## config.mk

```make
export PLATFORM = sky130hd
export DESIGN_NAME = srf_filter_ctrl
export DESIGN_NICKNAME = d
export VERILOG_FILES = /design/src/srf_pkg.sv /design/src/srf_tick_gen.sv /design/src/srf_sinc3.sv /design/src/srf_filter_ctrl.sv
export VERILOG_INCLUDE_DIRS = /design/src
export SDC_FILE = /design/constraint.sdc
export NUM_CORES = 2
export LEC_CHECK = 0
export BUFFER_PORTS_ARGS = -buffer_cell sky130_fd_sc_hd__buf_4
export CAP_MARGIN = 25
export CORE_ASPECT_RATIO = 2
export CORE_MARGIN = 1.5
export CORE_UTILIZATION = 60
export DETAILED_ROUTE_END_ITERATION = 10
export HOLD_SLACK_MARGIN = 0.1
export PLACE_DENSITY = 0.77
export SLEW_MARGIN = 30
export SYNTH_ARGS = -nofsm -noshare
export SYNTH_HDL_FRONTEND = slang
export SYNTH_SLANG_ARGS = --single-unit
```

## constraint.sdc

```tcl
create_clock -name sys_clk_i -period 27.8 [get_ports sys_clk_i]
set_clock_uncertainty 0.2 [all_clocks]
set_input_delay 1.39 -clock sys_clk_i [delete_from_list [all_inputs] [get_ports sys_clk_i]]
set_output_delay 1.39 -clock sys_clk_i [all_outputs]
set_load 0.05 [all_outputs]
```

## src/srf_defines.svh

```systemverilog
// Constants of the sinc3 rate filter control: register map, field positions,
// reset value, rates and timing counts. Definitions only; included by name.
`ifndef SRF_DEFINES_SVH
`define SRF_DEFINES_SVH

// Register byte addresses
`define SRF_FLT_CTRL_ADDR      32'hFFFF0514
`define SRF_STATUS_ADDR        32'hFFFF05F0
`define SRF_RESULT0_ADDR       32'hFFFF05F4
`define SRF_RESULT1_ADDR       32'hFFFF05F8
`define SRF_FLT_CTRL_RST       16'h0007

// Filter control fields
`define SRF_CHOP_BIT           15
`define SRF_RAVG_BIT           14
`define SRF_AF_MSB             13
`define SRF_AF_LSB             8
`define SRF_NOTCH_BIT          7
`define SRF_SF_MSB             6
`define SRF_SF_LSB             0
`define SRF_SF_60HZ            7'h7E
`define SRF_SF_50HZ            7'h7F

// Status fields
`define SRF_ST_READY_LSB       0
`define SRF_ST_SETTLED_BIT     2
`define SRF_ST_STARTING_BIT    3
`define SRF_ST_CHOP_PHASE_BIT  4

// Modulator rates and filter structure
`define SRF_MOD_HZ_NORMAL      512000
`define SRF_MOD_HZ_LOWPWR      131072
`define SRF_SINC_BASE          64
`define SRF_COMB_TAPS          4
`define SRF_SUB_PER_SF         (`SRF_SINC_BASE / `SRF_COMB_TAPS)
`define SRF_RATE_60HZ          60
`define SRF_RATE_50HZ          50
`define SRF_POST_OFFSET        3
`define SRF_CHOP_GAP_TICKS     3
`define SRF_MIN_RATE_NORMAL    4
`define SRF_MIN_RATE_LOWPWR    1

// Settling, in output periods
`define SRF_SETTLE_PLAIN       3'h3
`define SRF_SETTLE_RAVG        3'h4
`define SRF_SETTLE_AF          3'h1
`define SRF_SETTLE_BOTH        3'h2
`define SRF_SETTLE_CHOP        3'h2

// Timing on the system clock
`define SRF_CLK_HZ             250000000
`define SRF_CLK_MHZ            250
`define SRF_STARTUP_US         60
`define SRF_STARTUP_CYC        (`SRF_STARTUP_US * `SRF_CLK_MHZ)

`endif

```

## src/srf_pkg.sv

```systemverilog
// Types shared by the sinc3 rate filter control modules.
// Assumes srf_defines.svh for all numeric constants.
package srf_pkg;

    typedef enum logic [2:0] {
        SRF_ST_START = 3'b001,
        SRF_ST_RUN   = 3'b010,
        SRF_ST_GAP   = 3'b100
    } srf_state_t;

endpackage

```

## src/srf_tick_gen.sv

```systemverilog
// Modulator sample tick: a phase accumulator that yields the 512 kHz or
// low power 131072 Hz sample rate exactly on average from the system clock.
// Assumes low_power_i is a level from logic on the same clock.
`timescale 1ns/10ps
`include "srf_defines.svh"

module srf_tick_gen
    import srf_pkg::*;
#(
    parameter int CLK_HZ = `SRF_CLK_HZ
) (
    input  wire logic sys_clk_i,
    input  wire logic rst_n_i,
    input  wire logic ce_i,
    input  wire logic low_power_i,
    output logic      tick_o
);

    typedef struct packed {
        logic [28:0] acc;
        logic        tick;
    } srf_tick_state_t;

    srf_tick_state_t s;
    srf_tick_state_t next_s;

    always_comb begin
        logic [28:0] step;
        logic [28:0] sum;
        step   = low_power_i ? 29'(`SRF_MOD_HZ_LOWPWR) : 29'(`SRF_MOD_HZ_NORMAL);
        sum    = s.acc + step;
        next_s = s;
        next_s.tick = 1'b0;
        if (sum >= 29'(CLK_HZ)) begin
            next_s.acc  = sum - 29'(CLK_HZ);
            next_s.tick = 1'b1;
        end else begin
            next_s.acc = sum;
        end
    end

    always_ff @(posedge sys_clk_i or negedge rst_n_i) begin
        if (!rst_n_i) begin
            s <= '0;
        end else if (ce_i) begin
            s <= next_s;
        end
    end

    assign tick_o = s.tick;

endmodule // srf_tick_gen

```

## src/srf_sinc3.sv

```systemverilog
// One sinc3 decimator: three integrators at the modulator rate, three combs
// at four times the output rate. Comb delays of four sub-samples give the
// plain sinc3; a third comb of three puts a second notch at 4/3 of the first.
// Assumes bit_i is already synchronised and sample_en_i is a one-cycle tick.
`timescale 1ns/10ps
`include "srf_defines.svh"

module srf_sinc3
    import srf_pkg::*;
#(
    parameter int ACC_W = 42
) (
    input  wire logic             sys_clk_i,
    input  wire logic             rst_n_i,
    input  wire logic             ce_i,
    input  wire logic             clr_i,
    input  wire logic             sample_en_i,
    input  wire logic             bit_i,
    input  wire logic [15:0]      sub_len_i,
    input  wire logic             second_notch_on_i,
    output logic                  vld_o,
    output logic [ACC_W-1:0]      data_o
);

    typedef struct packed {
        logic [2:0][ACC_W-1:0]      integ;
        logic [2:0][3:0][ACC_W-1:0] hist;
        logic [15:0]                sub_cnt;
        logic [1:0]                 phase;
        logic [ACC_W-1:0]           data;
        logic                       vld;
    } srf_sinc_state_t;

    srf_sinc_state_t s;
    srf_sinc_state_t next_s;

    always_comb begin
        logic [ACC_W-1:0] c;
        logic [ACC_W-1:0] dly;
        c      = '0;
        dly    = '0;
        next_s = s;
        next_s.vld = 1'b0;
        if (clr_i) begin
            next_s = '0;
        end else if (sample_en_i) begin
            next_s.integ[0] = s.integ[0] + (bit_i ? ACC_W'(1) : {ACC_W{1'b1}});
            next_s.integ[1] = s.integ[1] + next_s.integ[0];
            next_s.integ[2] = s.integ[2] + next_s.integ[1];
            if (s.sub_cnt >= sub_len_i - 16'h0001) begin
                next_s.sub_cnt = '0;
                c = next_s.integ[2];
                for (int k = 0; k < 3; k++) begin
                    dly = (k == 2 && second_notch_on_i) ? s.hist[k][2] : s.hist[k][3];
                    next_s.hist[k] = {s.hist[k][2:0], c};
                    c = c - dly;
                end
                next_s.phase = s.phase + 2'h1;
                if (s.phase == 2'h3) begin
                    next_s.data = c;
                    next_s.vld  = 1'b1;
                end
            end else begin
                next_s.sub_cnt = s.sub_cnt + 16'h0001;
            end
        end
    end

    always_ff @(posedge sys_clk_i or negedge rst_n_i) begin
        if (!rst_n_i) begin
            s <= '0;
        end else if (ce_i) begin
            s <= next_s;
        end
    end

    assign vld_o  = s.vld;
    assign data_o = s.data;

endmodule // srf_sinc3

```

## src/srf_filter_ctrl.sv

```systemverilog
// Sinc3 rate filter control for the primary and auxiliary converters: the
// filter control register, two sinc3 decimators, post averaging, running
// average, system chopping, settling and start-up gating of results.
// Assumes modulator bitstreams come from outside the clock domain and the
// register port master follows the one-cycle strobe protocol.
//
// Local design decision: strobed register access.
`timescale 1ns/10ps
`include "srf_defines.svh"

module srf_filter_ctrl
    import srf_pkg::*;
#(
    parameter int STARTUP_CYC = `SRF_STARTUP_CYC,
    parameter int ACC_W       = 42
) (
    input  wire logic        sys_clk_i,
    input  wire logic        rst_n_i,
    input  wire logic        ce_i,
    input  wire logic [31:0] addr_i,
    input  wire logic [31:0] wdata_i,
    input  wire logic        wr_i,
    input  wire logic        rd_i,
    output logic      [31:0] rdata_o,
    input  wire logic        low_power_i,
    input  wire logic [1:0]  mod_bit_i,
    output logic             chop_phase_o,
    output logic             conv_reset_o,
    output logic      [31:0] result_primary_o,
    output logic      [31:0] result_aux_o,
    output logic      [1:0]  result_valid_o
);

    ////////////////////////////////////////////////////////////////////////////
    // Decoding helpers

    function automatic logic [15:0] sub_len(input logic [6:0] sf, input logic lp);
        logic [15:0] n;
        n = 16'(`SRF_SUB_PER_SF) * (16'(sf) + 16'h0001);
        if (sf == `SRF_SF_60HZ) begin
            n = lp ? 16'(`SRF_MOD_HZ_LOWPWR / (`SRF_RATE_60HZ * `SRF_COMB_TAPS))
                   : 16'(`SRF_MOD_HZ_NORMAL / (`SRF_RATE_60HZ * `SRF_COMB_TAPS));
        end else if (sf == `SRF_SF_50HZ) begin
            n = lp ? 16'(`SRF_MOD_HZ_LOWPWR / (`SRF_RATE_50HZ * `SRF_COMB_TAPS))
                   : 16'(`SRF_MOD_HZ_NORMAL / (`SRF_RATE_50HZ * `SRF_COMB_TAPS));
        end
        return n;
    endfunction

    function automatic logic [2:0] settle_need(input logic chop, input logic ravg,
                                               input logic af_nz);
        logic [2:0] n;
        if (chop) begin
            n = `SRF_SETTLE_CHOP;
        end else if (ravg && af_nz) begin
            n = `SRF_SETTLE_BOTH;
        end else if (ravg) begin
            n = `SRF_SETTLE_RAVG;
        end else if (af_nz) begin
            n = `SRF_SETTLE_AF;
        end else begin
            n = `SRF_SETTLE_PLAIN;
        end
        return n;
    endfunction

    function automatic logic [17:0] max_ticks(input logic lp);
        return lp ? 18'(`SRF_MOD_HZ_LOWPWR / `SRF_MIN_RATE_LOWPWR)
                  : 18'(`SRF_MOD_HZ_NORMAL / `SRF_MIN_RATE_NORMAL);
    endfunction

    ////////////////////////////////////////////////////////////////////////////
    // State

    typedef struct packed {
        srf_state_t       st;
        logic [15:0]      ctrl;
        logic [31:0]      rdata;
        logic [15:0]      start_cnt;
        logic [1:0]       gap_cnt;
        logic             chop_pol;
        logic [6:0]       post_cnt;
        logic [17:0]      wd_cnt;
        logic [1:0][31:0] sum;
        logic [1:0][31:0] prev;
        logic             have_prev;
        logic [2:0]       conv_cnt;
        logic             settled;
        logic [1:0][31:0] result;
        logic [1:0]       res_valid;
        logic [1:0]       ready;
        logic [1:0]       sync1;
        logic [1:0]       sync2;
    } srf_ctrl_state_t;

    srf_ctrl_state_t s;
    srf_ctrl_state_t next_s;

    logic                  tick;
    logic                  sample_en;
    logic                  sinc_clr;
    logic [1:0]            sinc_vld;
    logic [1:0][ACC_W-1:0] sinc_data;
    logic                  chop_on;
    logic                  ravg_on;
    logic [5:0]            af;
    logic [15:0]           sub_n;
    logic                  restart;

    assign chop_on = s.ctrl[`SRF_CHOP_BIT];
    assign ravg_on = s.ctrl[`SRF_RAVG_BIT] | chop_on;
    assign af      = s.ctrl[`SRF_AF_MSB:`SRF_AF_LSB];
    assign sub_n   = sub_len(s.ctrl[`SRF_SF_MSB:`SRF_SF_LSB], low_power_i);

    // Only a write that changes the value restarts the converters
    assign restart = wr_i && (addr_i == `SRF_FLT_CTRL_ADDR)
                     && (wdata_i[15:0] != s.ctrl);

    // Chop settling gap and start-up both hold the decimators
    assign sample_en = tick && (s.st == SRF_ST_RUN);
    assign sinc_clr  = (s.st == SRF_ST_START);

    ////////////////////////////////////////////////////////////////////////////
    // Sample tick and decimators

    srf_tick_gen u_tick (
        .sys_clk_i   (sys_clk_i),
        .rst_n_i     (rst_n_i),
        .ce_i        (ce_i),
        .low_power_i (low_power_i),
        .tick_o      (tick)
    );

    for (genvar ch = 0; ch < 2; ch++) begin : g_chan
        srf_sinc3 #(
            .ACC_W (ACC_W)
        ) u_sinc (
            .sys_clk_i   (sys_clk_i),
            .rst_n_i     (rst_n_i),
            .ce_i        (ce_i),
            .clr_i       (sinc_clr),
            .sample_en_i (sample_en),
            .bit_i       (s.sync2[ch] ^ s.chop_pol),
            .sub_len_i   (sub_n),
            .second_notch_on_i    (s.ctrl[`SRF_NOTCH_BIT]),
            .vld_o       (sinc_vld[ch]),
            .data_o      (sinc_data[ch])
        );
    end

    ////////////////////////////////////////////////////////////////////////////
    // Next-state logic

    always_comb begin
        logic [6:0]       target;
        logic [2:0]       cnt_n;
        logic             done;
        logic [31:0]      smp;
        logic [31:0]      conv;
        logic [31:0]      outv;
        target = '0;
        cnt_n  = '0;
        done   = 1'b0;
        smp    = '0;
        conv   = '0;
        outv   = '0;
        next_s = s;
        next_s.res_valid = '0;
        next_s.rdata     = '0;
        next_s.sync1     = mod_bit_i;
        next_s.sync2     = s.sync1;

        // Register reads; reading a result clears its ready flag
        if (rd_i) begin
            if (addr_i == `SRF_FLT_CTRL_ADDR) begin
                next_s.rdata = {16'h0000, s.ctrl};
            end else if (addr_i == `SRF_STATUS_ADDR) begin
                next_s.rdata = {27'h0000000, s.chop_pol, (s.st == SRF_ST_START),
                                s.settled, s.ready};
            end else if (addr_i == `SRF_RESULT0_ADDR) begin
                next_s.rdata    = s.result[0];
                next_s.ready[0] = 1'b0;
            end else if (addr_i == `SRF_RESULT1_ADDR) begin
                next_s.rdata    = s.result[1];
                next_s.ready[1] = 1'b0;
            end
        end

        // Post-filter length: plain sinc3 delivers every output
        target = (chop_on || af != 6'h00) ? 7'(af) + 7'(`SRF_POST_OFFSET)
                                          : 7'h01;

        unique case (s.st)
            SRF_ST_START: begin
                if (s.start_cnt >= 16'(STARTUP_CYC - 1)) begin
                    next_s.st        = SRF_ST_RUN;
                    next_s.start_cnt = '0;
                end else begin
                    next_s.start_cnt = s.start_cnt + 16'h0001;
                end
            end
            SRF_ST_RUN: begin
                if (tick && s.wd_cnt < max_ticks(low_power_i)) begin
                    next_s.wd_cnt = s.wd_cnt + 18'h00001;
                end
                if (sinc_vld[0]) begin
                    // A conversion that runs past the slowest period ends early
                    done = (s.post_cnt + 7'h01 >= target)
                           || (s.wd_cnt >= max_ticks(low_power_i));
                    next_s.post_cnt = done ? 7'h00 : s.post_cnt + 7'h01;
                    if (done) begin
                        next_s.wd_cnt = '0;
                    end
                    cnt_n = (s.conv_cnt == 3'h7) ? 3'h7 : s.conv_cnt + 3'h1;
                    for (int ch = 0; ch < 2; ch++) begin
                        smp = {{8{sinc_data[ch][ACC_W-1]}}, sinc_data[ch][ACC_W-1 -: 24]};
                        if (s.chop_pol) begin
                            smp = 32'h00000000 - smp;
                        end
                        conv = s.sum[ch] + smp;
                        next_s.sum[ch] = done ? 32'h00000000 : conv;
                        if (done) begin
                            outv = conv;
                            if (ravg_on && s.have_prev) begin
                                outv = 32'(($signed(conv) + $signed(s.prev[ch])) >>> 1);
                            end
                            next_s.prev[ch] = conv;
                            if (cnt_n >= settle_need(chop_on, s.ctrl[`SRF_RAVG_BIT],
                                                     af != 6'h00)) begin
                                next_s.result[ch]    = outv;
                                next_s.res_valid[ch] = 1'b1;
                                next_s.ready[ch]     = 1'b1;
                            end
                        end
                    end
                    if (done) begin
                        next_s.have_prev = 1'b1;
                        next_s.conv_cnt  = cnt_n;
                        if (cnt_n >= settle_need(chop_on, s.ctrl[`SRF_RAVG_BIT],
                                                 af != 6'h00)) begin
                            next_s.settled = 1'b1;
                        end
                        if (chop_on) begin
                            // Flip the input sense, then let the modulators settle
                            next_s.chop_pol = ~s.chop_pol;
                            next_s.st       = SRF_ST_GAP;
                            next_s.gap_cnt  = '0;
                        end
                    end
                end
            end
            SRF_ST_GAP: begin
                if (tick) begin
                    if (s.gap_cnt == 2'(`SRF_CHOP_GAP_TICKS - 1)) begin
                        next_s.st      = SRF_ST_RUN;
                        next_s.gap_cnt = '0;
                    end else begin
                        next_s.gap_cnt = s.gap_cnt + 2'h1;
                    end
                end
            end
        endcase

        // Restart: throw away every partial sum and the settling history
        if (restart) begin
            next_s.ctrl      = wdata_i[15:0];
            next_s.st        = SRF_ST_START;
            next_s.start_cnt = '0;
            next_s.gap_cnt   = '0;
            next_s.chop_pol  = 1'b0;
            next_s.post_cnt  = '0;
            next_s.wd_cnt    = '0;
            next_s.sum       = '0;
            next_s.prev      = '0;
            next_s.have_prev = 1'b0;
            next_s.conv_cnt  = '0;
            next_s.settled   = 1'b0;
            next_s.res_valid = '0;
            next_s.ready     = '0;
        end
    end

    ////////////////////////////////////////////////////////////////////////////
    // State register

    always_ff @(posedge sys_clk_i or negedge rst_n_i) begin
        if (!rst_n_i) begin
            s      <= '0;
            s.st   <= SRF_ST_START;
            s.ctrl <= `SRF_FLT_CTRL_RST;
        end else if (ce_i) begin
            s <= next_s;
        end
    end

    ////////////////////////////////////////////////////////////////////////////
    // Outputs

    assign rdata_o          = s.rdata;
    assign chop_phase_o     = s.chop_pol;
    assign conv_reset_o     = (s.st == SRF_ST_START);
    assign result_primary_o = s.result[0];
    assign result_aux_o     = s.result[1];
    assign result_valid_o   = s.res_valid;

endmodule // srf_filter_ctrl

```

# == After elaboration in Yosys (flattened, before gate mapping) ==
# Index checks and enable logic that the tools add are counted.
# Widths: inputs -> output; s select.
# op_classes
n_addsub,32
n_lt_le_gt_ge,8
n_eq_ne,20
mux,90
bitwise,4
reduce_logical,36
# op_table
operator,count
$mux 691,4
$mux 504,2
$mux 32,21
$add 42x42->42,6
$sub 42x42->42,6
$mux 229,1
$mux 227,1
$mux 177,1
$mux 42,4
$add 32x32->32,4
$eq 32x32->1 const B,4
$mux 45,2
$mux 43,2
$mux 16,5
$mux 18,3
$sub 1x24->25 const A,2
$add 16x1->16 const B,3
$mux 3,15
$mux 19,2
$mux 12,3
$ge 16x16->1,2
$add 29x29->29,1
$ge 29x28->1 const B,1
$mux 29,1
other kinds (43),94
# word_totals
ff_bits,1711
word_cells,250

# == Logic depth before layout (Yosys ltp) ==
# depth
word_depth,14
ltp_mapped,66
ltp_nobuf,62

# == Modules after synthesis ==
# Synthesis repeated with hierarchy kept, for this count alone.
# unflattened
hier_cells,11856
hier_area_um2,104337.6
# by_module_without_submodules
module,n_inst,cells_each,area_each_um2
srf_sinc3 (g_chan[0].u_sinc),1,4610,40608.9
srf_sinc3 (g_chan[1].u_sinc),1,4550,40221.1
srf_filter_ctrl,1,2456,21408.0
srf_tick_gen,1,240,2099.5

# == Worst setup path after synthesis ==
# OpenSTA, ideal clock, no wires.
# synth_timing
path_kind,flip-flop to flip-flop
startpoint,"register s, in the netlist chop_phase_o"
endpoint,"register g_chan[1].u_sinc.s, in the netlist g_chan[1].u_sinc.data_o[41]"
t_arrival_ns,12.178
t_required_ns,27.523
path_slack_ns,15.345
path_stages_with_launch,65
n_path_buf,4
period_less_slack_ns,12.455
path_cell_list,dfrtp_1 -> buf_2 -> xor2_1 -> clkbuf_1 -> clkbuf_1 -> buf_1 -> xnor2_1 -> ha_1 -> or3_1 -> a21oi_1 -> nor2_1 -> or4_1 -> nand2_1 -> xor2_1 -> ha_1 -> o21ai_0 -> nand2b_1 -> and2_1 -> [29 not listed] -> o21ai_0 -> a221o_1 -> a21oi_1 -> o21ai_1 -> a221o_1 -> a31oi_1 -> xnor2_1 -> ha_1 -> a21o_1 -> a21o_1 -> a21oi_1 -> o21ai_0 -> a221o_1 -> a21oi_1 -> nand2_1 -> xor2_1 -> xnor3_1 -> o21ai_1
# synth_between
elab_chain_cells,12
# synth_lines
element,line_no,source
"start, declared",srf_filter_ctrl.sv:96,srf_ctrl_state_t s;
"start signal, assigned",srf_filter_ctrl.sv:292,s <= next_s;
$xor 1x1->1,srf_filter_ctrl.sv:143,".bit_i (s.sync2[ch] ^ s.chop_pol),"
$mux 42,srf_sinc3.sv:47,next_s.integ[0] = s.integ[0] + (bit_i ? ACC_W'(1) : {ACC_W{1'b1}});
$add 42x42->42,srf_sinc3.sv:47,
$add 42x42->42,srf_sinc3.sv:48,next_s.integ[1] = s.integ[1] + next_s.integ[0];
$add 42x42->42,srf_sinc3.sv:49,next_s.integ[2] = s.integ[2] + next_s.integ[1];
$sub 42x42->42 (3 in a row),srf_sinc3.sv:56,c = c - dly;
$mux 43,srf_sinc3.sv:59,if (s.phase == 2'h3) begin
$mux 45,srf_sinc3.sv:50,if (s.sub_cnt >= sub_len_i - 16'h0001) begin
$mux 691,srf_sinc3.sv:46,end else if (sample_en_i) begin
$mux 691,srf_sinc3.sv:44,if (clr_i) begin
"end signal, assigned",srf_sinc3.sv:73,s <= next_s;
"end, declared",srf_sinc3.sv:34,srf_sinc_state_t s;
# Every way passes these cells. The select of a mux whose other input is x is not followed.
# A chain may end at the register's enable or synchronous reset.

# == Worst setup path in the final report ==
# layout_timing
startpoint,"register s, in the netlist chop_phase_o"
endpoint,"register g_chan[0].u_sinc.s, in the netlist g_chan[0].u_sinc.data_o[40]"
# layout_between
elab_chain_cells,12
# layout_lines
element,line_no
$xor 1x1->1,srf_filter_ctrl.sv:143
$mux 42,srf_sinc3.sv:47
$add 42x42->42,srf_sinc3.sv:47
$add 42x42->42,srf_sinc3.sv:48
$add 42x42->42,srf_sinc3.sv:49
$sub 42x42->42 (3 in a row),srf_sinc3.sv:56
$mux 43,srf_sinc3.sv:59
$mux 45,srf_sinc3.sv:50
$mux 691,srf_sinc3.sv:46
$mux 691,srf_sinc3.sv:44
"end signal, assigned",srf_sinc3.sv:73
"end, declared",srf_sinc3.sv:34
# Every way passes these cells. The select of a mux whose other input is x is not followed.

==> results.md <==
* Mux share of post-synthesis cell area at 1.50%
* Net Count, Synth at 11500
* Number of post-CTS setup repair buffers at 0
* Top Ports at 172
* Vias per std cell at 6.13
* Post-synth EDFFs at 0
* Synth top area share at 42.7%
* H-tree depth at 4
* Worst-path clk slew at 0.07 ns
* Yosys warns at 0
* Worst-Skew Late Latency at 0.81 ns
* Final setup fails at 0
* Non-filler cells, final at 12800
* CTS Root Buffer Type: clkbuf_16
* Critical path launch point: chop_phase_o$_DFFE_PN0P_
* CP max FO at 54
* Initial Utilization at 60.3%
* Critical Path AT at 14.79 ns
* First-pass GRT wire length at 392000 µm
* Synth area leaders: dfrtp_1 (43%), ha_1 (8.0%), nand2_1 (7.1%)
* Top cell by count, worst path: a21oi_1
* Routed WL per cell at 18.9 µm
* Slew Limit Fails at 0
* Crit path to: g_chan[0].u_sinc.data_o[40]$_DFFE_PN0P_
* IO Port Bufs at 155
* Worst reg2reg path startpoint: chop_phase_o$_DFFE_PN0P_
* Remaining DRCs at 0
* Layout Nets at 11200
* CTS tree: yes
* Hold-critical path depth at 2
* Final period utilization at 51.5%
* Vias in the first global route at 78100
* Drt first pass iters at 6
* Placer Congestion at 0.934
* Drt initial violations at 4937
* Synth Register Bits at 1667
* GRT Total Usage at 28.8%
* DIE AREA at 0.165 mm²
* RSZ-0062 raised after global routing: false
* Worst Tran Pin Value at 1.02 ns
* Area grow syn2layout at 7.42%
* Synth Cell Area at 0.0974 mm²
* Fin Setup TNS at 0 ns
* Via count at 78200
* Cts hold-fix bufs at 0
* Post-CTS sizing at 0
* Critical path class: register to register
* Final core utilization at 64.7%
* Max_cap viols at 0
* Chip width at 288 µm
* Run status: finished, final reports clean
* Slowest CP cell: inv_2
* Type of origin of the critical path: register
* Die Ht at 573 µm
* CTS max path bufs at 4
* Post-synth ARST share at 100%
* CTS Buf Count at 159
* Largest net degree at the start of global routing at 205
* Critical path endpoint category: register
* Synth Instances at 10800
* XOR/XNOR Fraction of Synth Area at 6.22%
* Avg Cell Area, Syn at 9.02 µm²
* Slew HR at 31.4%
* CP required at 28.26 ns
* Post-Synth Simple-Gate Area at 18.1%
* # fillers at 13000
* Core Box Area at 0.162 mm²
* Reg2reg end: g_chan[0].u_sinc.data_o[40]$_DFFE_PN0P_
* R2r setup slk at 13.47 ns
* Post-synth cell types at 101
* Placed Cells incl. Taps at 12500
* Hold Vio Cnt, Final at 0
* Area leader, netlist: dfrtp_1
* CP max stage delay at 0.61 ns
* FMAX at 0.0698 GHz
* Sink Count at 1667
* GR Overflow Total at 0
* Largest family of logic cells by synthesized area: compound AO/OA/AOI/OAI gates
* Reg2reg path depth at 55
* Synth Area in Compound Gates at 18.5%
* Post-synthesis adder-cell area fraction at 8.26%
* Register area share after synthesis at 42.8%
* Hold Path Class: register to register
* Rows at 209
* Post-route ant nets at 0
* Dominant register cell in the synthesized netlist: dfrtp_1
* Total routed wirelength at 241000 µm
* Initial antenna violation count at 5
* Proportion of layout cells with a drive suffix above 1 at 5.98%
* Post-detail-place hpwl at 166000 µm
* Tmin final at 14.33 ns
worst min path at each step:
stage	endpoint	slack [ns]	startpoint
floorplan	g_chan[1].u_sinc.s[523]$_DFFE_PN0P_	0.23	g_chan[1].u_sinc.s[523]$_DFFE_PN0P_
global placement	g_chan[1].u_sinc.s[523]$_DFFE_PN0P_	0.24	g_chan[1].u_sinc.s[523]$_DFFE_PN0P_
detailed placement	g_chan[0].u_sinc.s[148]$_DFFE_PN0P_	0.25	g_chan[0].u_sinc.s[148]$_DFFE_PN0P_
CTS	g_chan[1].u_sinc.s[537]$_DFFE_PN0P_	0.27	g_chan[1].u_sinc.s[537]$_DFFE_PN0P_
global route	g_chan[1].u_sinc.s[328]$_DFFE_PN0P_	0.28	g_chan[1].u_sinc.s[328]$_DFFE_PN0P_
finish	g_chan[0].u_sinc.s[172]$_DFFE_PN0P_	0.26	g_chan[0].u_sinc.s[172]$_DFFE_PN0P_
synth_stat cells, types with 14 or more instances:
| library cell | number |
|---|---|
| or2_2 | 24 |
| nor2b_1 | 78 |
| a211o_1 | 20 |
| nor2_1 | 410 |
| a21o_1 | 317 |
| clkbuf_1 | 465 |
| xor2_1 | 218 |
| o21ai_1 | 173 |
| o2bb2ai_1 | 32 |
| o211ai_1 | 25 |
| ha_1 | 624 |
| or4_1 | 23 |
| nand2b_1 | 95 |
| a22o_1 | 476 |
| o22ai_1 | 22 |
| inv_1 | 390 |
| nand2_1 | 1844 |
| a21boi_0 | 15 |
| o21bai_1 | 74 |
| a211oi_1 | 41 |
| nor4_1 | 36 |
| a41oi_1 | 14 |
| a21boi_1 | 14 |
| o21ai_0 | 536 |
| a22oi_1 | 29 |
| o21a_1 | 71 |
| and2_1 | 30 |
| and3_1 | 129 |
| buf_4 | 104 |
| o31ai_1 | 103 |
| or3_1 | 53 |
| mux2_2 | 27 |
| mux2i_1 | 114 |
| nand4_1 | 60 |
| a21oi_1 | 546 |
| nand3_1 | 931 |
| buf_1 | 94 |
| nor3_1 | 116 |
| a31oi_1 | 51 |
| dfrtp_1 | 1663 |
| a31o_2 | 15 |
| and4_1 | 23 |
| xnor2_1 | 455 |
cell usage in the layout, fill, tap and decap left out, types with 129 or more instances in the layout:
cell / Yosys / routed
o21ai_0: 536 / 536
nor2_1: 410 / 401
and3_1: 129 / 129
xor2_1: 218 / 216
a21oi_1: 546 / 544
a22o_1: 476 / 476
dfrtp_1: 1663 / 1661
nand3_1: 931 / 931
o21ai_1: 173 / 170
xnor2_1: 455 / 455
inv_1: 390 / 390
nand2_1: 1844 / 1839
ha_1: 624 / 624
buf_4: 104 / 219
clkbuf_16: 0 / 160
a21o_1: 317 / 316
flip-flops by register name, summed over array words and instances, names as in the netlist:
name	cells
chop_phase_o	1
result_primary_o	32
chop_on	1
g_chan.u_sinc.data_o	48
af	6
next_s	2
g_chan.u_sinc.vld_o	1
u_tick.s	22
result_aux_o	32
rdata_o	32
u_tick.tick_o	1
result_valid_o	1
g_chan.u_sinc.s	1296
s	192
cell type report:
type	count	area [µm²]	area share (%)
Multi-Input combinational cell	8058	51400	49.2
Sequential cell	1667	41700	39.9
Clock buffer	199	4360	4.17
Tap cell	2110	2640	2.52
Timing Repair Buffer	251	2100	2.01
Inverter	393	1480	1.41
Clock inverter	74	882	0.843
Antenna cell	2	5.00	0.00478
per-stage QoR:
step	area [µm²]	hold slack, ns	setup WS (ns)
CTS	104000	0.269	13.50
finish	105000	0.264	13.47
global route	105000	0.282	12.52
detailed placement	99200	0.255	13.59
global placement	99200	0.244	13.91
floorplan	97400	0.232	15.35
routing by layer:
| layer | global-route usage, % | wire (µm) | vias to the layer above |
|---|---|---|---|
| li1 | - | - | 37400 |
| met1 | 33.1 | 92900 | 38300 |
| met2 | 51.6 | 124000 | 1897 |
| met3 | 3.21 | 9620 | 650 |
| met4 | 15.8 | 13700 | 4 |
| met5 | 0 | 30 | - |
worst max-delay path: cells and delay by family, from the launching register on:
kind / cells / cell delay (ns)
simple gates: 11 / 1.86
fa+ha+maj: 5 / 1.75
flops: 1 / 0.37
xor+xnor: 7 / 1.59
compound gates: 28 / 6.82
buf+inv: 4 / 1.49
kinds of logic (layout without fill, tap and decap cells):
group / Yosys count / in the layout
adders and majority gates: 636 / 636
other: 0 / 2
DFF: 1667 / 1667
AOI/OAI and AO/OA: 2701 / 2701
muxes: 142 / 142
xor gates and xnor gates: 681 / 681
buffers and inverters: 1069 / 917
and+or+nand+nor: 3898 / 3898
Power is left out: the tool's default activity adds up to more than one toggle a clock period on the data nets, which glitch-free logic cannot reach.
